**src/inc/adc_gain_cfg_defines.vh**
```
`ifndef ADC_GAIN_CFG_DEFINES_VH
`define ADC_GAIN_CFG_DEFINES_VH

// Byte addresses of the register slice
`define ADDR_ADC0_INTERNAL_REF_GAIN   32'h40030010
`define ADDR_ADC0_EXTERNAL_REF_GAIN   32'h40030014
`define ADDR_ADC0_SUPPLY_REF_GAIN     32'h40030018
`define ADDR_ADC0_SHARED_CONFIG_ALIAS 32'h4003001C
`define ADDR_ADC1_INTERNAL_REF_GAIN   32'h40030090
`define ADDR_ADC1_EXTERNAL_REF_GAIN   32'h40030094
`define ADDR_ADC1_SUPPLY_REF_GAIN     32'h40030098
`define ADDR_ADC1_SHARED_CONFIG_ALIAS 32'h4003009C

// Reset values
`define RST_SUPPLY_REF_GAIN   16'h5555
`define RST_SHARED_CONFIG     16'h0000
`define RST_FACTORY_PLACEHOLD 16'h0000

// Coefficient kinds within one converter
`define KIND_INTERNAL 2'h0
`define KIND_EXTERNAL 2'h1
`define KIND_SUPPLY   2'h2

// Reference selection codes of the converter control register
`define REF_INTERNAL 2'h0
`define REF_EXTERNAL 2'h1
`define REF_SECOND   2'h2
`define REF_SUPPLY   2'h3

// Field positions of the shared converter configuration register
`define CFG_SAMPLING_MODE_BIT 15
`define CFG_BIAS_BOOST_BIT    13
`define CFG_BIAS_PIN_MSB      11
`define CFG_BIAS_PIN_LSB      9
`define CFG_GROUND_SWITCH_PIN_EN_BIT     8
`define CFG_GROUND_SWITCH_PIN_RES_BIT    7
`define CFG_EXT_BUF_MSB       2
`define CFG_EXT_BUF_LSB       0
`define CFG_WRITABLE_MASK     16'hAF87

// Bias pin select codes
`define BIAS_OFF_LOW  3'h0
`define BIAS_INPUT_7  3'h4
`define BIAS_INPUT_11 3'h6
`define BIAS_OFF_HIGH 3'h7

// External buffer mode codes
`define EXTBUF_OFF      3'h0
`define EXTBUF_POS_NEG  3'h1
`define EXTBUF_POS_REF2 3'h2
`define EXTBUF_POS_ONLY 3'h3
`define EXTBUF_REF2     3'h4

`endif

```
**src/hdl/adc_gain_cal_and_config_regs.v**
```verilog
`timescale 1ns/10ps
`default_nettype none
`include "adc_gain_cfg_defines.vh"
module adc_gain_cal_and_config_regs (
  input  wire        pclk,
  input  wire        presetn,
  input  wire        psel,
  input  wire        penable,
  input  wire        pwrite,
  input  wire [31:0] paddr,
  input  wire [31:0] pwdata,
  output wire [31:0] prdata,
  output wire        pready,
  output wire        pslverr,
  input  wire [15:0] factory_int_gain0,
  input  wire [15:0] factory_ext_gain0,
  input  wire [15:0] factory_int_gain1,
  input  wire [15:0] factory_ext_gain1,
  input  wire [1:0]  ref_sel0,
  input  wire [1:0]  ref_sel1,
  input  wire        cal_done0,
  input  wire        cal_done1,
  input  wire [15:0] cal_gain0,
  input  wire [15:0] cal_gain1,
  output wire [15:0] active_gain0,
  output wire [15:0] active_gain1,
  output wire        sampling_simultaneous,
  output wire        adc0_use_second_filter,
  output wire        bias_drive_boost,
  output wire        bias_gen_enable,
  output wire        bias_to_analog_input_7,
  output wire        bias_to_analog_input_11,
  output wire        ground_switch_connect,
  output wire        ground_switch_series_res,
  output wire        ext_buf_pos_en,
  output wire        ext_buf_neg_en,
  output wire        ext_buf_ref2_en
);

  // Coefficient store, index = converter * 3 + kind
  reg  [15:0] gain_q [0:5];
  reg  [15:0] cfg_q;
  reg         load_q;
  reg  [31:0] prdata_q;
  reg  [15:0] act0_q;
  reg  [15:0] act1_q;
  reg         simultaneous_q;
  reg         boost_q;
  reg         bias_en_q;
  reg         route7_q;
  reg         route11_q;
  reg         gsw_q;
  reg         gres_q;
  reg         bpos_q;
  reg         bneg_q;
  reg         bref2_q;

  reg         hit;
  reg         is_cfg;
  reg  [2:0]  gidx;
  reg  [15:0] rd_val;
  reg  [2:0]  cal_idx0;
  reg  [2:0]  cal_idx1;
  wire        wr_acc;
  wire        gain_wr;
  wire        cfg_wr;
  integer     i;

  // Zero-wait slave; unmapped access answers with an error
  assign pready  = 1'b1;
  assign pslverr = psel & penable & ~hit;
  assign prdata  = prdata_q;
  assign wr_acc  = psel & penable & pwrite & hit;

  // Write strobes split by target; both aliases share one strobe
  assign gain_wr = wr_acc & ~is_cfg;
  assign cfg_wr  = wr_acc & is_cfg;

  // Address decode and read mux
  always @* begin
    hit    = 1'b1;
    is_cfg = 1'b0;
    gidx   = 3'h0;
    case (paddr)
      `ADDR_ADC0_INTERNAL_REF_GAIN:   gidx = 3'h0;
      `ADDR_ADC0_EXTERNAL_REF_GAIN:   gidx = 3'h1;
      `ADDR_ADC0_SUPPLY_REF_GAIN:     gidx = 3'h2;
      `ADDR_ADC1_INTERNAL_REF_GAIN:   gidx = 3'h3;
      `ADDR_ADC1_EXTERNAL_REF_GAIN:   gidx = 3'h4;
      `ADDR_ADC1_SUPPLY_REF_GAIN:     gidx = 3'h5;
      `ADDR_ADC0_SHARED_CONFIG_ALIAS: is_cfg = 1'b1;
      `ADDR_ADC1_SHARED_CONFIG_ALIAS: is_cfg = 1'b1;
      default:                        hit = 1'b0;
    endcase
    if (!hit) begin
      rd_val = 16'h0000;
    end else if (is_cfg) begin
      rd_val = cfg_q;
    end else begin
      rd_val = gain_q[gidx];
    end
  end

  // Calibration target follows the current reference selection
  always @* begin
    case (ref_sel0)
      `REF_INTERNAL: cal_idx0 = 3'h0;
      `REF_SUPPLY:   cal_idx0 = 3'h2;
      default:       cal_idx0 = 3'h1;
    endcase
    case (ref_sel1)
      `REF_INTERNAL: cal_idx1 = 3'h3;
      `REF_SUPPLY:   cal_idx1 = 3'h5;
      default:       cal_idx1 = 3'h4;
    endcase
  end

  // Read data captured in the setup cycle, shown in the access cycle
  always @(posedge pclk or negedge presetn) begin
    if (!presetn) begin
      prdata_q <= 32'h00000000;
    end else if (psel && !penable && !pwrite) begin
      prdata_q <= {16'h0000, rd_val};
    end
  end

  // Gain coefficient storage; calibration wins over a bus write
  always @(posedge pclk or negedge presetn) begin
    if (!presetn) begin
      for (i = 0; i < 6; i = i + 1) begin
        gain_q[i] <= `RST_FACTORY_PLACEHOLD;
      end
      gain_q[2] <= `RST_SUPPLY_REF_GAIN;
      gain_q[5] <= `RST_SUPPLY_REF_GAIN;
      load_q    <= 1'b1;
    end else begin
      load_q <= 1'b0;
      if (load_q) begin
        gain_q[0] <= factory_int_gain0;
        gain_q[1] <= factory_ext_gain0;
        gain_q[3] <= factory_int_gain1;
        gain_q[4] <= factory_ext_gain1;
      end else begin
        if (gain_wr) begin
          gain_q[gidx] <= pwdata[15:0];
        end
        if (cal_done0) begin
          gain_q[cal_idx0] <= cal_gain0;
        end
        if (cal_done1) begin
          gain_q[cal_idx1] <= cal_gain1;
        end
      end
    end
  end

  // Shared configuration register, one store behind two aliases
  always @(posedge pclk or negedge presetn) begin
    if (!presetn) begin
      cfg_q <= `RST_SHARED_CONFIG;
    end else if (cfg_wr) begin
      cfg_q <= pwdata[15:0] & `CFG_WRITABLE_MASK;
    end
  end

  // Applied coefficient of converter 0 follows its reference selection
  always @(posedge pclk or negedge presetn) begin
    if (!presetn) begin
      act0_q <= 16'h0000;
    end else begin
      case (ref_sel0)
        `REF_INTERNAL: act0_q <= gain_q[0];
        `REF_SUPPLY:   act0_q <= gain_q[2];
        default:       act0_q <= gain_q[1];
      endcase
    end
  end

  // Applied coefficient of converter 1; second reference uses external
  always @(posedge pclk or negedge presetn) begin
    if (!presetn) begin
      act1_q <= 16'h0000;
    end else begin
      case (ref_sel1)
        `REF_INTERNAL: act1_q <= gain_q[3];
        `REF_SUPPLY:   act1_q <= gain_q[5];
        default:       act1_q <= gain_q[4];
      endcase
    end
  end

  // Single-bit controls, one cycle behind the shared register
  always @(posedge pclk or negedge presetn) begin
    if (!presetn) begin
      simultaneous_q <= 1'b0;
      boost_q        <= 1'b0;
      gsw_q          <= 1'b0;
      gres_q         <= 1'b0;
    end else begin
      simultaneous_q <= ~cfg_q[`CFG_SAMPLING_MODE_BIT];
      boost_q        <= cfg_q[`CFG_BIAS_BOOST_BIT];
      gsw_q          <= cfg_q[`CFG_GROUND_SWITCH_PIN_EN_BIT];
      gres_q         <= cfg_q[`CFG_GROUND_SWITCH_PIN_RES_BIT];
    end
  end

  // Bias routing; reserved codes leave the generator off
  always @(posedge pclk or negedge presetn) begin
    if (!presetn) begin
      bias_en_q <= 1'b0;
      route7_q  <= 1'b0;
      route11_q <= 1'b0;
    end else begin
      case (cfg_q[`CFG_BIAS_PIN_MSB:`CFG_BIAS_PIN_LSB])
        `BIAS_INPUT_7: begin
          bias_en_q <= 1'b1;
          route7_q  <= 1'b1;
          route11_q <= 1'b0;
        end
        `BIAS_INPUT_11: begin
          bias_en_q <= 1'b1;
          route7_q  <= 1'b0;
          route11_q <= 1'b1;
        end
        default: begin
          bias_en_q <= 1'b0;
          route7_q  <= 1'b0;
          route11_q <= 1'b0;
        end
      endcase
    end
  end

  // Reference buffer enables; reserved codes power every buffer down
  always @(posedge pclk or negedge presetn) begin
    if (!presetn) begin
      bpos_q  <= 1'b0;
      bneg_q  <= 1'b0;
      bref2_q <= 1'b0;
    end else begin
      case (cfg_q[`CFG_EXT_BUF_MSB:`CFG_EXT_BUF_LSB])
        `EXTBUF_POS_NEG: begin
          bpos_q  <= 1'b1;
          bneg_q  <= 1'b1;
          bref2_q <= 1'b0;
        end
        `EXTBUF_POS_REF2: begin
          bpos_q  <= 1'b1;
          bneg_q  <= 1'b0;
          bref2_q <= 1'b1;
        end
        `EXTBUF_POS_ONLY: begin
          bpos_q  <= 1'b1;
          bneg_q  <= 1'b0;
          bref2_q <= 1'b0;
        end
        `EXTBUF_REF2: begin
          bpos_q  <= 1'b0;
          bneg_q  <= 1'b0;
          bref2_q <= 1'b1;
        end
        default: begin
          bpos_q  <= 1'b0;
          bneg_q  <= 1'b0;
          bref2_q <= 1'b0;
        end
      endcase
    end
  end

  // Registered outputs
  assign active_gain0             = act0_q;
  assign active_gain1             = act1_q;
  assign sampling_simultaneous    = simultaneous_q;
  assign adc0_use_second_filter   = simultaneous_q;
  assign bias_drive_boost         = boost_q;
  assign bias_gen_enable          = bias_en_q;
  assign bias_to_analog_input_7   = route7_q;
  assign bias_to_analog_input_11  = route11_q;
  assign ground_switch_connect    = gsw_q;
  assign ground_switch_series_res = gres_q;
  assign ext_buf_pos_en           = bpos_q;
  assign ext_buf_neg_en           = bneg_q;
  assign ext_buf_ref2_en          = bref2_q;

endmodule
`default_nettype wire

```
**config.mk**
```make
export PLATFORM = sky130hd
export DESIGN_NAME = adc_gain_cal_and_config_regs
export DESIGN_NICKNAME = d
export VERILOG_FILES = /design/src/hdl/adc_gain_cal_and_config_regs.v
export VERILOG_INCLUDE_DIRS = /design/src /design/src/inc
export SDC_FILE = /design/constraint.sdc
export NUM_CORES = 1
export LEC_CHECK = 0
export BUFFER_PORTS_ARGS = -buffer_cell sky130_fd_sc_hd__buf_2
export CAP_MARGIN = 10
export CELL_PAD_IN_SITES_DETAIL_PLACEMENT = 1
export CELL_PAD_IN_SITES_GLOBAL_PLACEMENT = 2
export CORE_MARGIN = 4
export CORE_UTILIZATION = 30
export CTS_CLUSTER_DIAMETER = 30
export DETAILED_ROUTE_END_ITERATION = 8
export PLACE_DENSITY = 0.83
export SYNTH_ARGS = -nofsm -noshare
export SYNTH_HDL_FRONTEND = slang
export SYNTH_SLANG_ARGS = --single-unit
```
**constraint.sdc**
```tcl
create_clock -name pclk -period 3 [get_ports pclk]
set_input_delay 0.3 -clock pclk [delete_from_list [all_inputs] [get_ports pclk]]
set_output_delay 0.3 -clock pclk [all_outputs]
set_load 0.01 [all_outputs]
```
==> Word-level counts from Yosys, hierarchy flattened <==
Index checks and enable logic that the tools add are counted.
{ "op_classes": {"n_mux": 34, "bitwise": 12, "n_eq_ne": 16, "magnitude_cmp": 6, "reduce_logical": 14} }
{ "op_table": {"columns": ["operator", "count"], "rows": [
  ["96-bit two-way mux", 5],
  ["96-bit bitwise mux", 3],
  ["32-bit by 31-bit == test with 1-bit output (second input constant)", 8],
  ["16-bit demux with 3-bit select", 3],
  ["16-bit two-way mux", 7],
  ["32-bit two-way mux", 2],
  ["16-bit case mux with 2 select lines", 2],
  ["16-bit binary-select mux with 3-bit select", 1],
  ["3-bit case mux with 5 select lines", 1],
  ["4-bit greater-or-equal comparator (second input constant)", 3],
  ["4-bit by 1-bit < comparator with 1-bit output (second input constant)", 3],
  ["3-bit inverter with 4-bit output", 3],
  ["3-bit == test (second input constant)", 3],
  ["1-bit two-way mux", 8],
  ["8-bit OR reduction", 1],
  ["1-bit AND", 6],
  ["3-bit by 2-bit == test with 1-bit output (second input constant)", 2],
  ["3-bit case mux with 2 select lines", 1],
  ["2-bit OR reduction", 3],
  ["1-bit logical AND", 5],
  ["2-bit == test (second input constant)", 2],
  ["2-bit zero test", 2],
  ["2-bit case mux with 2 select lines", 1],
  ["3-bit by 1-bit == test with 1-bit output (second input constant)", 1],
  ["3 further kinds", 6]
]} }
{ "word_totals": {"inputBits": 171, "regBits": 165} }

==> Logic depth before layout (Yosys ltp) <==
Gate-level depths: netlist of the first run.
{ "depth": {"depth_word": 16, "mapped_depth": 9, "mapped_depth_nobuf": 7} }

==> Least setup slack after synthesis of the first run <==
No wires, ideal clock.
{ "synth_path": {"kind": "input-to-reg", "from": "input ref_sel1[0]", "to": "register gain_q[53] in the netlist's numbering", "path_stages": 9, "path_slack_ps": 870, "t_required_ps": 2935, "n_path_buf": 2, "setup_time_ps": 65, "arrival_ps": 2065, "cell_sequence": "inv_1 ha_1 clkbuf_1 nand3_1 nor2_1 clkbuf_1 nand2_1 a31oi_1 o22a_1"} }
{ "synth_via": {"elab_chain_cells": 9, "elab_cells_between_ends": 11, "cone_classes": "order compare (2); eq/ne (1); mux (5); bitwise (1); reduce/logical (2)"} }
{ "synth_rtl": {"columns": ["element", "line", "source"], "rows": [
  ["start: declaration", "adc_gain_cal_and_config_regs.v:20", "input wire [1:0] ref_sel1,"],
  ["2-bit == test / 2-bit zero test (equally long branches)", "adc_gain_cal_and_config_regs.v:111", "case (ref_sel1)"],
  ["3-bit case mux with 2 select lines *", "adc_gain_cal_and_config_regs.v:111", null],
  ["3-bit inverter with 4-bit output (not written as such) *", "adc_gain_cal_and_config_regs.v:151", "gain_q[cal_idx1] <= cal_gain1;"],
  ["4-bit greater-or-equal comparator (not written as such) / 4-bit by 1-bit < comparator with 1-bit output (equally long branches)", "adc_gain_cal_and_config_regs.v:151", null],
  ["1-bit logical AND (not written as such)", "adc_gain_cal_and_config_regs.v:151", null],
  ["16-bit two-way mux (not written as such)", "adc_gain_cal_and_config_regs.v:151", null],
  ["16-bit demux with 3-bit select *", "adc_gain_cal_and_config_regs.v:151", null],
  ["96-bit bitwise mux *", "adc_gain_cal_and_config_regs.v:151", null],
  ["96-bit two-way mux *", "adc_gain_cal_and_config_regs.v:150", "if (cal_done1) begin"],
  ["end signal: indexed assignment", "adc_gain_cal_and_config_regs.v:145", "gain_q[gidx] <= pwdata[15:0];"],
  ["end signal: indexed assignment", "adc_gain_cal_and_config_regs.v:148", "gain_q[cal_idx0] <= cal_gain0;"],
  ["end signal: indexed assignment", "adc_gain_cal_and_config_regs.v:151", null],
  ["end: declaration", "adc_gain_cal_and_config_regs.v:41", "reg [15:0] gain_q [0:5];"]
]} }
Mark *: on every way between the ends. The rest lies on a longest branch, timed or not.
A chain may end at the register's enable or synchronous reset.

==> Final worst setup path of the first run <==
{ "layout_path": {"from": "input paddr[28]", "to": "output pslverr"} }
{ "layout_via": {"elab_chain_cells": 5, "elab_cells_between_ends": 12, "cone_classes": "eq/ne (8); mux (1); bitwise (2); reduce/logical (1)"} }
{ "layout_rtl": {"columns": ["element", "line", "source"], "rows": [
  ["start: declaration", "adc_gain_cal_and_config_regs.v:10", "input wire [31:0] paddr,"],
  ["32-bit by 31-bit == test with 1-bit output", "adc_gain_cal_and_config_regs.v:84", "case (paddr)"],
  ["8-bit OR reduction (no source line) *", null, null],
  ["1-bit two-way mux *", "adc_gain_cal_and_config_regs.v:84", null],
  ["1-bit inverter *", "adc_gain_cal_and_config_regs.v:71", "assign pslverr = psel & penable & ~hit;"],
  ["1-bit AND *", "adc_gain_cal_and_config_regs.v:71", null],
  ["end: declaration", "adc_gain_cal_and_config_regs.v:14", "output wire pslverr,"]
]} }
Marked as above.

==> results of run 1 <==
==> flip-flops by register name, indices dropped and copies added (netlist names) <==
signal                    flops
active_gain0                 16
active_gain1                 16
adc0_use_second_filter        1
bias_drive_boost              1
bias_gen_enable               1
bias_to_analog_input_11       1
bias_to_analog_input_7        1
cfg_q                        10
ext_buf_neg_en                1
ext_buf_pos_en                1
ext_buf_ref2_en               1
gain_q                       96
ground_switch_connect         1
ground_switch_series_res      1
load_q                        1
prdata                       16
==> what timing repair did <==
action,in CTS,in global routing
setup buffers,0,0
endpoints found under the hold margin,57,0
hold buffers,1,0
==> final cells by class <==
class / instances / area (um^2) / area share (%)
multi-input cells: 824 / 5460 / 44.4
clock inverters: 15 / 169 / 1.38
repair buffers: 252 / 1430 / 11.6
clock buffers: 17 / 425 / 3.46
diodes: 1 / 2.50 / 0.0204
inverters: 23 / 86.3 / 0.703
well taps: 448 / 561 / 4.56
flip-flops and latches: 165 / 4150 / 33.8
==> Yosys cell counts (all sizes together) (8+ instances only) <==
cell type,count
a31oi,32
or3,35
nor3,19
mux2,10
nor4,38
nand2,117
o22a,16
and3,8
inv,22
ha,8
mux2i,40
mux4,10
a21oi,57
o22ai,16
a211oi,17
a22o,24
o21ai,124
dfrtp,148
dfstp,17
clkbuf,71
a22oi,65
a32oi,16
nor2b,19
a221oi,16
buf,42
nand2b,20
o221a,16
nor2,36
==> final timing paths <==
check / from / endpoint / slack [ps]
max: paddr[28] / pslverr / 520
min: factory_int_gain1[10] / gain_q[42]$_DFF_PN0_ / 110
max reg2reg: load_q$_DFF_PN1_ / gain_q[19]$_DFF_PN0_ / 650
min reg2reg: cfg_q[8]$_DFFE_PN0P_ / ground_switch_connect$_DFF_PN0_ / 400
max in group asynchronous: presetn / gain_q[52]$_DFFE_PN1N_ / 1710
min in group asynchronous: presetn / gain_q[82]$_DFF_PN0_ / 430
==> logic make-up (layout without fill, tap and decap cells) <==
kind of cell / count (synthesis) / in the layout / synth area share, %
AO/OA/AOI/OAI: 417 / 417 / 27.4
XOR/XNOR: 1 / 1 / 0.0864
adder cells (fa/ha/maj): 8 / 8 / 0.987
buffers and inverters: 136 / 307 / 6.06
flip-flops: 165 / 165 / 40.9
multiplexers: 60 / 60 / 7.28
other: 2 / 19 / 0.0740
AND/OR/NAND/NOR: 320 / 320 / 17.2
==> stage by stage <==
step	utilization [%]	cells	total power (W)	worst slack, ps	area [um^2]
finish	36.7	1745	0.00639	516	12300
global route	36.7	1745	0.00667	480	12300
CTS	36.7	1744	0.00641	557	12300
detailed placement	34.9	1711	0.00413	408	11700
global placement	34.9	1711	0.00408	467	11700
floorplan	-	1125	0.00349	870	10200
==> per-layer routing <==
metal | GRT usage [%] | routed length [um] | share of wire (%)
met1 | 32.9 | 20000 | 47
met2 | 34.1 | 18300 | 43
met3 | 4.49 | 3030 | 7.2
met4 | 6.19 | 907 | 2.1
met5 | 0 | 25 | 0.059
==> power by group <==
| part | internal, W | switching [W] | leakage [nW] | total [W] |
|---|---|---|---|---|
| clock | 0.00125 | 0.00103 | 0.289 | 0.00228 |
| sequential | 0.00253 | 0.000276 | 2.03 | 0.00281 |
| combinational | 0.000560 | 0.000744 | 3.03 | 0.00130 |
==> worst reg2reg max path: stages (launching register included) <==
cell and delay (ps):
sky130_fd_sc_hd__dfstp_4 880, sky130_fd_sc_hd__clkinv_1 130, sky130_fd_sc_hd__buf_4 230, sky130_fd_sc_hd__nand3_1 570, sky130_fd_sc_hd__o22ai_1 270, sky130_fd_sc_hd__a21oi_1 190
==> reports/summary.txt, run 1 <==
STATUS
----------------------------------------------------------------------------------------
Status ....................................................................    completed

FLOORPLANNING
----------------------------------------------------------------------------------------
Number of primary I/O pins ................................................          248
Vertical die dimension ....................................................       192 um
Die boundary width ........................................................       192 um
Core area .................................................................   33400 um^2
Die area ..................................................................   36800 um^2
Effective utilization at floorplan ........................................        30.3%
Standard-cell rows ........................................................           67

YOSYS
----------------------------------------------------------------------------------------
Post-synthesis cell count .................................................         1109
Top cell type's share of synthesized area .................................        36.5%
Distinct cell type count of the synthesized netlist .......................           60
FF+latch count, synth .....................................................          165
Syn Std Cell Area .........................................................   10100 um^2
Flip-flop cell with the highest count after synthesis ..................... sky130_fd_sc_hd__dfrtp_1
Number of flops mapped to enable cells by yosys ...........................            0
Async S/R FF share, synth .................................................         100%
Proportion of synthesized chip area in sequential cells ...................        40.9%
Total number of yosys warnings ............................................            0
Leading area contributor after synthesis .................................. sky130_fd_sc_hd__dfrtp_1
Mean instance size in the synthesized netlist .............................    9.15 um^2
Top cells by area, synth .................................................. sky130_fd_sc_hd__dfrtp_1 37%, sky130_fd_sc_hd__o21ai_0 6.0%, sky130_fd_sc_hd__a22oi_1 4.8%, sky130_fd_sc_hd__dfstp_2 4.4%, sky130_fd_sc_hd__nand2_1 4.3%

FINAL LAYOUT
----------------------------------------------------------------------------------------
P&R area growth vs syn ....................................................        21.1%
Leading cell type in the layout, fill and taps excluded ................... sky130_fd_sc_hd__buf_2
Fraction of layout instances using a drive strength above 1 ...............        26.7%
Top library cells by usage in the layout, fill and taps aside ............. 213 x sky130_fd_sc_hd__buf_2, 148 x sky130_fd_sc_hd__dfrtp_1, 122 x sky130_fd_sc_hd__o21ai_0, 115 x sky130_fd_sc_hd__nand2_1, 65 x sky130_fd_sc_hd__a22oi_1
Filler cells ..............................................................         3916
Number of nets in the layout ..............................................         1462

WORST SETUP PATH
----------------------------------------------------------------------------------------
Type of the worst setup path .............................................. input pin to output port
Most common cell on crit path ............................................. sky130_fd_sc_hd__buf_2
Chain of cells forming the critical path .................................. buf_2 -> or4b_4 -> nor4_4 -> nand2_2 -> and3_1 -> buf_2
Buf+Inv Stages, Crit Path .................................................            2
Critical path's largest stage delay .......................................       680 ps
Endpoint kind of the worst setup timing path ..............................  output port
Required @ worst endpoint .................................................      2700 ps
Logic depth of the worst path, buffers included ...........................            6
Startpoint kind of the worst setup timing path ............................    input pin
Category of cells accounting for the largest share of critical-path delay . simple AND/OR/NAND/NOR gates
Worst R2R Path Depth ......................................................            5
Arrival time of data at the critical path endpoint ........................      2180 ps
Critical path peak fanout .................................................            5
Slowest cell on the critical path ......................................... sky130_fd_sc_hd__nor4_4

STA
----------------------------------------------------------------------------------------
Number of hold violations in the final report .............................            0
Period Utilization, post-route ............................................        82.8%
Number of setup violations in the final report ............................            0
Post-route clock skew .....................................................      15.2 ps
Transition time at the pin with the least slew margin .....................      1140 ps
Min Hold Slack ............................................................       111 ps
Final Slew Violations .....................................................            0
Max Clock Freq ............................................................    0.403 GHz
Slew HR ...................................................................        24.0%
Tmin final ................................................................      2480 ps
Final sum of negative setup slack .........................................         0 ps
Setup repair after global routing missed its margin .......................        false

PLACE
----------------------------------------------------------------------------------------
Global placement routability congestion ...................................        0.878
HPWL after DPL ............................................................     33000 um
Number of buffer cells added on primary ports .............................          214

PWR
----------------------------------------------------------------------------------------
Worst-case vdd ir drop ....................................................       331 uV
Leakage component of the power ............................................      5.35 nW
Power density relative to cell area .......................................  520 nW/um^2

CLOCKING
----------------------------------------------------------------------------------------
Total CTS buffers .........................................................           17
Clock tree from TritonCTS .................................................        built
Clock tree root driver cell ............................................... sky130_fd_sc_hd__clkbuf_16
Number of clock sinks seen by CTS .........................................          165
Clock tree buffer depth ...................................................            2
Max H-tree Level ..........................................................            4
Clock slew at reported path FFs ...........................................        70 ps
Clock latency on the worst-skew pair ......................................       450 ps
Post_cts resized ..........................................................            0

DETAILED ROUTING
----------------------------------------------------------------------------------------
Via total after detailed routing ..........................................         9957
Final ANT Viol Nets .......................................................            0
Drt wl/cell ...............................................................      24.2 um
Total iterations of the first detailed-routing run ........................            5
Initial drt markers .......................................................          817
DRC Markers ...............................................................            0
Total wire length after detailed routing ..................................     42300 um
Number of vias per cell after detailed routing ............................         5.71

GLOBAL ROUTE
----------------------------------------------------------------------------------------
Initial antenna violation count ...........................................            4
Via count of the first global-routing pass ................................        10300
Global-route wire length before repair ....................................     63600 um
Pin count of the biggest net entering global routing ......................           75
Global routing usage summed across all routing layers .....................        22.6%
Overflow left after global routing ........................................            0

MIN PATH
----------------------------------------------------------------------------------------
Depth of the worst hold-timing path .......................................            3
Classification of the worst-slack hold path ............................... input pin to flop

FLOW RUN
----------------------------------------------------------------------------------------
Number of maximum-capacitance violations ..................................            0

(Power assumes the default switching activity.)
==> run 2: changes to the inputs <==
--- a/config.mk
+++ b/config.mk
@@ -11,7 +11,7 @@
 export CELL_PAD_IN_SITES_DETAIL_PLACEMENT = 1
 export CELL_PAD_IN_SITES_GLOBAL_PLACEMENT = 2
 export CORE_MARGIN = 4
-export CORE_UTILIZATION = 30
+export CORE_UTILIZATION = 29
 export CTS_CLUSTER_DIAMETER = 30
 export DETAILED_ROUTE_END_ITERATION = 8
 export PLACE_DENSITY = 0.83
==> constraint.sdc (replaced) <==
create_clock -name pclk -period 2.2 [get_ports pclk]
set_input_delay 0.22 -clock pclk [delete_from_list [all_inputs] [get_ports pclk]]
set_output_delay 0.22 -clock pclk [all_outputs]
set_load 0.01 [all_outputs]
==> reports/summary.txt, run 2 (same netlist as run 1, synthesis figures left out) <==
STATUS
----------------------------------------------------------------------------
Status ........................................................    completed

GLOBAL ROUTE
----------------------------------------------------------------------------
Overflow left after global routing ............................            0   unchanged
Global-route wire length before repair ........................     65800 um   +3.4%
Via count of the first global-routing pass ....................        10300   +0.55%
Pin count of the biggest net entering global routing ..........           62   -17%
Initial antenna violation count ...............................            8   +4
Global routing usage summed across all routing layers .........        22.2%   -0.39 points

PLACE
----------------------------------------------------------------------------
Count of placed standard cells including taps .................         1740   +1.7%
Number of buffer cells added on primary ports .................          214   unchanged
Global placement routability congestion .......................        0.866   -1.4%
HPWL after DPL ................................................     33900 um   +2.7%

CLOCKING
----------------------------------------------------------------------------
Clock tree buffer depth .......................................            2   unchanged
Clock slew at reported path FFs ...............................        70 ps   about the same
Clock tree root driver cell ................................... sky130_fd_sc_hd__clkbuf_16
Number of clock sinks seen by CTS .............................          165   unchanged
Max H-tree Level ..............................................            4   unchanged
Clock tree from TritonCTS .....................................        built
Total CTS buffers .............................................           17   unchanged
Clock latency on the worst-skew pair ..........................       450 ps   about the same

DETAILED ROUTING
----------------------------------------------------------------------------
Drt wl/cell ...................................................      24.3 um   +0.31%
Number of vias per cell after detailed routing ................         5.74   +0.54%
Final ANT Viol Nets ...........................................            0   unchanged
Total iterations of the first detailed-routing run ............            5   unchanged
Initial drt markers ...........................................          928   +14%
Via total after detailed routing ..............................        10200   +2.4%
DRC Markers ...................................................            0   unchanged
Total wire length after detailed routing ......................     43200 um   +2.2%

FINAL LAYOUT
----------------------------------------------------------------------------
Fraction of layout instances using a drive strength above 1 ...        28.0%   +1.3 points
Final core occ ................................................        36.2%   -0.53 points
Leading cell type in the layout, fill and taps excluded ....... sky130_fd_sc_hd__buf_2
Non-filler instance count after layout ........................         1778   +1.9%
Flip-flop count of the largest register after layout ..........           96   unchanged
Largest Register ..............................................       gain_q
P&R area growth vs syn ........................................        23.3%
Top library cells by usage in the layout, fill and taps aside . 213 x sky130_fd_sc_hd__buf_2, 148 x sky130_fd_sc_hd__dfrtp_1, 122 x sky130_fd_sc_hd__o21ai_0, 115 x sky130_fd_sc_hd__nand2_1, 65 x sky130_fd_sc_hd__a22oi_1
Number of nets in the layout ..................................         1485   +1.6%

FLOORPLANNING
----------------------------------------------------------------------------
Die area ......................................................   38000 um^2   +3.3%
Standard-cell rows ............................................           68   +1.5%
Core area .....................................................   34500 um^2   +3.3%
Vertical die dimension ........................................       195 um   +1.6%
Number of primary I/O pins ....................................          248   unchanged
Die boundary width ............................................       195 um   +1.6%
Effective utilization at floorplan ............................        29.4%   -0.96 points

STA
----------------------------------------------------------------------------
Number of hold violations in the final report .................            0   unchanged
Final Slew Violations .........................................            0   unchanged
Slew HR .......................................................        37.2%   +13 points
Tmin final ....................................................      2050 ps
Setup repair after global routing missed its margin ...........        false
Post-route clock skew .........................................      13.0 ps   -2.22 ps
Number of setup violations in the final report ................            0   unchanged
Period Utilization, post-route ................................        93.2%
Max Clock Freq ................................................    0.488 GHz
Transition time at the pin with the least slew margin .........       938 ps   -198 ps

WORST SETUP PATH
----------------------------------------------------------------------------
Critical path peak fanout .....................................           17   +12
Required @ worst endpoint .....................................      2510 ps   -190 ps
Type of the worst setup path .................................. input pin to flop
Endpoint kind of the worst setup timing path ..................         flop
Reg2reg setup slack ...........................................       360 ps   -290 ps
Slowest cell on the critical path ............................. sky130_fd_sc_hd__or4b_4
Arrival time of data at the critical path endpoint ............      2360 ps   +180 ps
Critical path's largest stage delay ...........................       560 ps   -120 ps
Startpoint kind of the worst setup timing path ................    input pin
Chain of cells forming the critical path ...................... buf_2 -> or4b_4 -> nor4_4 -> buf_12 -> buf_4 -> nand3_4 -> mux2i_1 -> a21oi_1

PWR
----------------------------------------------------------------------------
Worst-case vdd ir drop ........................................       456 uV   +38%
Total power after layout ......................................    0.00859 W   +34%
Leakage component of the power ................................      5.46 nW   +2.1%
Power density relative to cell area ...........................  687 nW/um^2   +32%

MIN PATH
----------------------------------------------------------------------------
Classification of the worst-slack hold path ................... input pin to flop

FLOW RUN
----------------------------------------------------------------------------
Number of maximum-capacitance violations ......................            0   unchanged

## run 2: cell count changes in the layout (fill, tap and decap cells not counted)
cell	previous run	this run
sky130_fd_sc_hd__diode_2	1	4
sky130_fd_sc_hd__bufinv_16	2	0
sky130_fd_sc_hd__buf_4	32	50
sky130_fd_sc_hd__clkinv_4	1	2
sky130_fd_sc_hd__inv_8	2	5
sky130_fd_sc_hd__buf_12	5	10
sky130_fd_sc_hd__clkinv_2	2	1
sky130_fd_sc_hd__inv_6	6	5
## run 2: what timing repair did
| action | 4_1_cts | 5_1_grt |
|---|---|---|
| endpoints found under the hold margin | 48 | 0 |
| gates resized for setup | 0 | 0 |
| setup buffers | 0 | 1 |
| hold buffers | 1 | 0 |
| endpoints found under the setup margin | 0 | 1 |
## run 2: cell type report
| type | count | area [um^2] |
|---|---|---|
| well taps | 455 | 569 |
| multi-input cells | 824 | 5460 |
| clock inverters | 15 | 138 |
| repair buffers | 275 | 1660 |
| clock buffers | 17 | 425 |
| diodes | 4 | 10.0 |
| flip-flops and latches | 165 | 4150 |
| fillers | 4053 | 22000 |
| inverters | 23 | 86.3 |
## run 2: path summary, 6_finish.rpt
| kind | start | end | cells after the start |
|---|---|---|---|
| setup reg to reg | load_q$_DFF_PN1_ | gain_q[3]$_DFFE_PN0N_ | 4 |
| min in group asynchronous | presetn | gain_q[65]$_DFF_PN0_ | 2 |
| hold / removal | factory_int_gain1[9] | gain_q[41]$_DFF_PN0_ | 3 |
| max in group asynchronous | presetn | gain_q[10]$_DFFE_PN1N_ | 3 |
| setup / recovery | paddr[28] | gain_q[27]$_DFF_PN0_ | 8 |
| hold reg to reg | cfg_q[8]$_DFFE_PN0P_ | ground_switch_connect$_DFF_PN0_ | 0 |
## run 2: per-layer routing
layer / routed length (um) / GRT usage (%) / up-vias
li1: - / - / 4588
met1: 20200 / 32.9 / 5090
met2: 18800 / 33.2 / 466
met3: 3690 / 5.14 / 44
met4: 555 / 4.55 / 12
met5: 57 / 0 / -
## run 2: stage by stage
step                setup slack [ps]  hold slack, ps  cell area, um^2  TNS (ps)
detailed placement             -82.5             261            11900     -2610
global route                    74.1            45.9            12500         0
finish                           150            40.1            12500         0
CTS                             66.9            26.3            12500         0
floorplan                        150           -75.6            10200         0
global placement               -44.5             259            11900      -594
## run 2: critical path: cells and delay by family
kind	cells	cell delay (ps)
AOI/OAI and AO/OA	1	100
and+or+nand+nor	3	1260
muxes	1	260
buffers and inverters	3	520
## run 2: report_power, final
part	total, W	internal, W	switching (W)	leakage, nW
clock	0.00296	0.00150	0.00146	0.275
combinational	0.00183	0.000784	0.00105	3.16
sequential	0.00380	0.00345	0.000355	2.03
==> run 3: changes to the inputs <==
--- a/config.mk
+++ b/config.mk
@@ -14,6 +14,7 @@
 export CORE_UTILIZATION = 29
 export CTS_CLUSTER_DIAMETER = 30
 export DETAILED_ROUTE_END_ITERATION = 8
+export GPL_TIMING_DRIVEN = 0
 export PLACE_DENSITY = 0.83
 export SYNTH_ARGS = -nofsm -noshare
 export SYNTH_HDL_FRONTEND = slang
==> reports/summary.txt, run 3 (same netlist as run 1, synthesis figures left out) <==
PLACE
----------------------------------------------------------------------------------------
Global placement routability congestion ...................................        0.959   +11%
Number of buffer cells added on primary ports .............................          213   -0.47%
HPWL after DPL ............................................................     39300 um   +16%
Count of placed standard cells including taps .............................         1794   +3.1%

STA
----------------------------------------------------------------------------------------
Period Utilization, post-route ............................................        97.4%   +4.3 points
Final Slew Violations .....................................................            0   unchanged
Post-route clock skew .....................................................      17.5 ps   +4.54 ps
Max Clock Freq ............................................................    0.466 GHz   -4.4%
Transition time at the pin with the least slew margin .....................       842 ps   -96.3 ps
Number of hold violations in the final report .............................            0   unchanged
Slew HR ...................................................................        43.9%   +6.7 points
Tmin final ................................................................      2140 ps   +94.2 ps
Number of setup violations in the final report ............................            0   unchanged

PWR
----------------------------------------------------------------------------------------
Fraction of power consumed by sequential logic ............................        42.5%   -1.8 points
Power density relative to cell area .......................................  712 nW/um^2   +3.6%
Switching Share ...........................................................        32.9%   -0.40 points
Part of the total power dissipated in combinational logic .................        21.4%   about the same
Internal cell power .......................................................    0.00606 W   +5.7%
Worst-case vdd ir drop ....................................................       573 uV   +26%
Leakage component of the power ............................................      5.58 nW   +2.1%
Clk pwr share .............................................................        36.1%   +1.7 points
Switching power of the nets ...............................................    0.00297 W   +3.8%

FINAL LAYOUT
----------------------------------------------------------------------------------------
Largest Register ..........................................................       gain_q
Non-filler instance count after layout ....................................         1828   +2.8%
Top library cells by usage in the layout, fill and taps aside ............. 225 x sky130_fd_sc_hd__buf_2, 148 x sky130_fd_sc_hd__dfrtp_1, 122 x sky130_fd_sc_hd__o21ai_0, 115 x sky130_fd_sc_hd__nand2_1, 65 x sky130_fd_sc_hd__a22oi_1
Flip-flop count of the largest register after layout ......................           96   unchanged
Final core occ ............................................................        36.7%   +0.49 points
Filler cells ..............................................................         4097   +1.1%
Leading cell type in the layout, fill and taps excluded ................... sky130_fd_sc_hd__buf_2
Fraction of layout instances using a drive strength above 1 ...............        28.0%   +0.065 points
P&R area growth vs syn ....................................................        24.9%
Ant diodes ................................................................            0   -4
Number of nets in the layout ..............................................         1540   +3.7%

WORST SETUP PATH
----------------------------------------------------------------------------------------
Arrival time of data at the critical path endpoint ........................      1920 ps   -440 ps
Category of cells accounting for the largest share of critical-path delay . simple AND/OR/NAND/NOR gates
Logic depth of the worst path, buffers included ...........................            7   -1
Type of the worst setup path .............................................. input pin to output port
Reg2reg setup slack .......................................................        80 ps   -280 ps
Critical path peak fanout .................................................           19   +2
Slowest cell on the critical path ......................................... sky130_fd_sc_hd__nor4_2
Crit Reg-Reg Startpoint ................................................... load_q$_DFF_PN1_
Buf+Inv Stages, Crit Path .................................................            3   unchanged
Most common cell on crit path ............................................. sky130_fd_sc_hd__buf_2
Critical path's largest stage delay .......................................       440 ps   -120 ps
Chain of cells forming the critical path .................................. buf_2 -> nor4_2 -> and4_1 -> clkbuf_4 -> nand2_4 -> and3_1 -> buf_2
Capture point of the critical path ........................................      pslverr
Required @ worst endpoint .................................................      1980 ps   -530 ps
Endpoint kind of the worst setup timing path ..............................  output port
Critical R2R Capture ...................................................... gain_q[83]$_DFF_PN0_
Worst R2R Path Depth ......................................................            6   +2
Startpoint kind of the worst setup timing path ............................    input pin
Beginning of the critical path ............................................     paddr[9]

GLOBAL ROUTE
----------------------------------------------------------------------------------------
Initial antenna violation count ...........................................            1   -7
Global-route wire length before repair ....................................     71900 um   +9.4%
Via count of the first global-routing pass ................................        11100   +8.0%
Global routing usage summed across all routing layers .....................        24.9%   +2.8 points
Overflow left after global routing ........................................            0   unchanged
Pin count of the biggest net entering global routing ......................          106   +71%

DETAILED ROUTING
----------------------------------------------------------------------------------------
Number of vias per cell after detailed routing ............................         5.82   +1.4%
Initial drt markers .......................................................         1025   +10%
Total wire length after detailed routing ..................................     48700 um   +13%
Via total after detailed routing ..........................................        10600   +4.2%
Drt wl/cell ...............................................................      26.7 um   +9.6%
Final ANT Viol Nets .......................................................            0   unchanged
Total iterations of the first detailed-routing run ........................            5   unchanged
DRC Markers ...............................................................            0   unchanged

CLOCKING
----------------------------------------------------------------------------------------
Clock tree buffer depth ...................................................            2   unchanged
Clock tree root driver cell ............................................... sky130_fd_sc_hd__clkbuf_16
Clock slew at reported path FFs ...........................................        70 ps   about the same
Clock latency on the worst-skew pair ......................................       460 ps   about the same
Clock tree from TritonCTS .................................................        built
Max H-tree Level ..........................................................            4   unchanged
Total CTS buffers .........................................................           17   unchanged
Number of clock sinks seen by CTS .........................................          165   unchanged

FLOORPLANNING
----------------------------------------------------------------------------------------
Standard-cell rows ........................................................           68   unchanged
Die boundary width ........................................................       195 um   unchanged
Number of primary I/O pins ................................................          248   unchanged
Die area ..................................................................   38000 um^2   unchanged
Vertical die dimension ....................................................       195 um   unchanged
Core area .................................................................   34500 um^2   unchanged
Effective utilization at floorplan ........................................        29.4%   unchanged

MIN PATH
----------------------------------------------------------------------------------------
Classification of the worst-slack hold path ............................... input pin to flop

FLOW RUN
----------------------------------------------------------------------------------------
Number of maximum-capacitance violations ..................................            0   unchanged

STATUS
----------------------------------------------------------------------------------------
Status ....................................................................    completed

==> run 3: changes by cell type in the layout (fill, tap and decap cells not counted), moves of 4 or more <==
| cell | before | now |
|---|---|---|
| sky130_fd_sc_hd__buf_1 | 0 | 5 |
| sky130_fd_sc_hd__buf_12 | 10 | 0 |
| sky130_fd_sc_hd__buf_2 | 213 | 225 |
| sky130_fd_sc_hd__buf_4 | 50 | 26 |
| sky130_fd_sc_hd__clkbuf_1 | 0 | 46 |
| sky130_fd_sc_hd__clkbuf_2 | 0 | 18 |
| sky130_fd_sc_hd__clkbuf_4 | 0 | 5 |
| sky130_fd_sc_hd__diode_2 | 4 | 0 |
==> run 3: layout make-up <==
class / instances / area, um^2 / area share [%]
inverters: 23 / 87.6 / 0.691
clock inverters: 14 / 191 / 1.51
plain buffers: 109 / 557 / 4.39
well taps: 455 / 569 / 4.49
multi-input cells: 824 / 5530 / 43.7
repair buffers: 221 / 1160 / 9.14
flip-flops and latches: 165 / 4150 / 32.7
clock buffers: 17 / 425 / 3.36
==> run 3: power groups by stage <==
stage                     clock [W]  sequential [W]  combinational (W)
after floorplan                   0         0.00373            0.00102
after global placement            0         0.00385            0.00182
after detailed placement          0         0.00386            0.00188
after CTS                   0.00330         0.00381            0.00190
after global routing        0.00342         0.00386            0.00210
final                       0.00326         0.00384            0.00193
==> run 3: worst min path at each step <==
stage                                     from                              end  slack (ps)  cells after the start
after global placement    cfg_q[8]$_DFFE_PN0P_  ground_switch_connect$_DFF_PN0_         380                      0
after floorplan                        presetn        active_gain0[0]$_DFF_PN0_         -80                      0
after CTS                 factory_int_gain1[9]             gain_q[41]$_DFF_PN0_          20                      3
after detailed placement               presetn             gain_q[65]$_DFF_PN0_         200                      1
final                     factory_int_gain1[9]             gain_q[41]$_DFF_PN0_          40                      3
after global routing      factory_int_gain1[9]             gain_q[41]$_DFF_PN0_          50                      3
==> run 3: repair_timing <==
item | 4_1_cts | 5_1_grt
endpoints found under the setup margin | 105 | 80
hold endpoints to repair | 59 | 0
hold buffers | 1 | 0
pin swaps | 4 | 2
buffers inserted | 4 | 2
gates resized for setup | 34 | 30
==> run 3: per-stage QoR <==
stage	power [W]	hold WS, ps	TNS, ps	setup slack (ps)	cell area, um^2
finish	0.00903	35.6	0	56.3	12700
global route	0.00938	54.9	-18.6	-18.6	12700
CTS	0.00901	21.6	0	8.92	12600
detailed placement	0.00575	201	-87670	-1220	11900
global placement	0.00567	383	-373020	-1890	11800
floorplan	0.00475	-75.6	0	150	10200
==> run 3: worst min-delay path: cells and delay by family <==
kind | cells | cell delay [ps]
buffers and inverters | 1 | 80
AO/OA/AOI/OAI | 2 | 140
==> run 3: routing by layer <==
metal | track usage [%] | share of wire (%) | vias up
li1 | - | - | 4690
met1 | 34.8 | 44 | 5307
met2 | 39.7 | 46 | 567
met3 | 4.74 | 8.6 | 69
met4 | 7.03 | 2.2 | 0
met5 | 0 | 0 | -
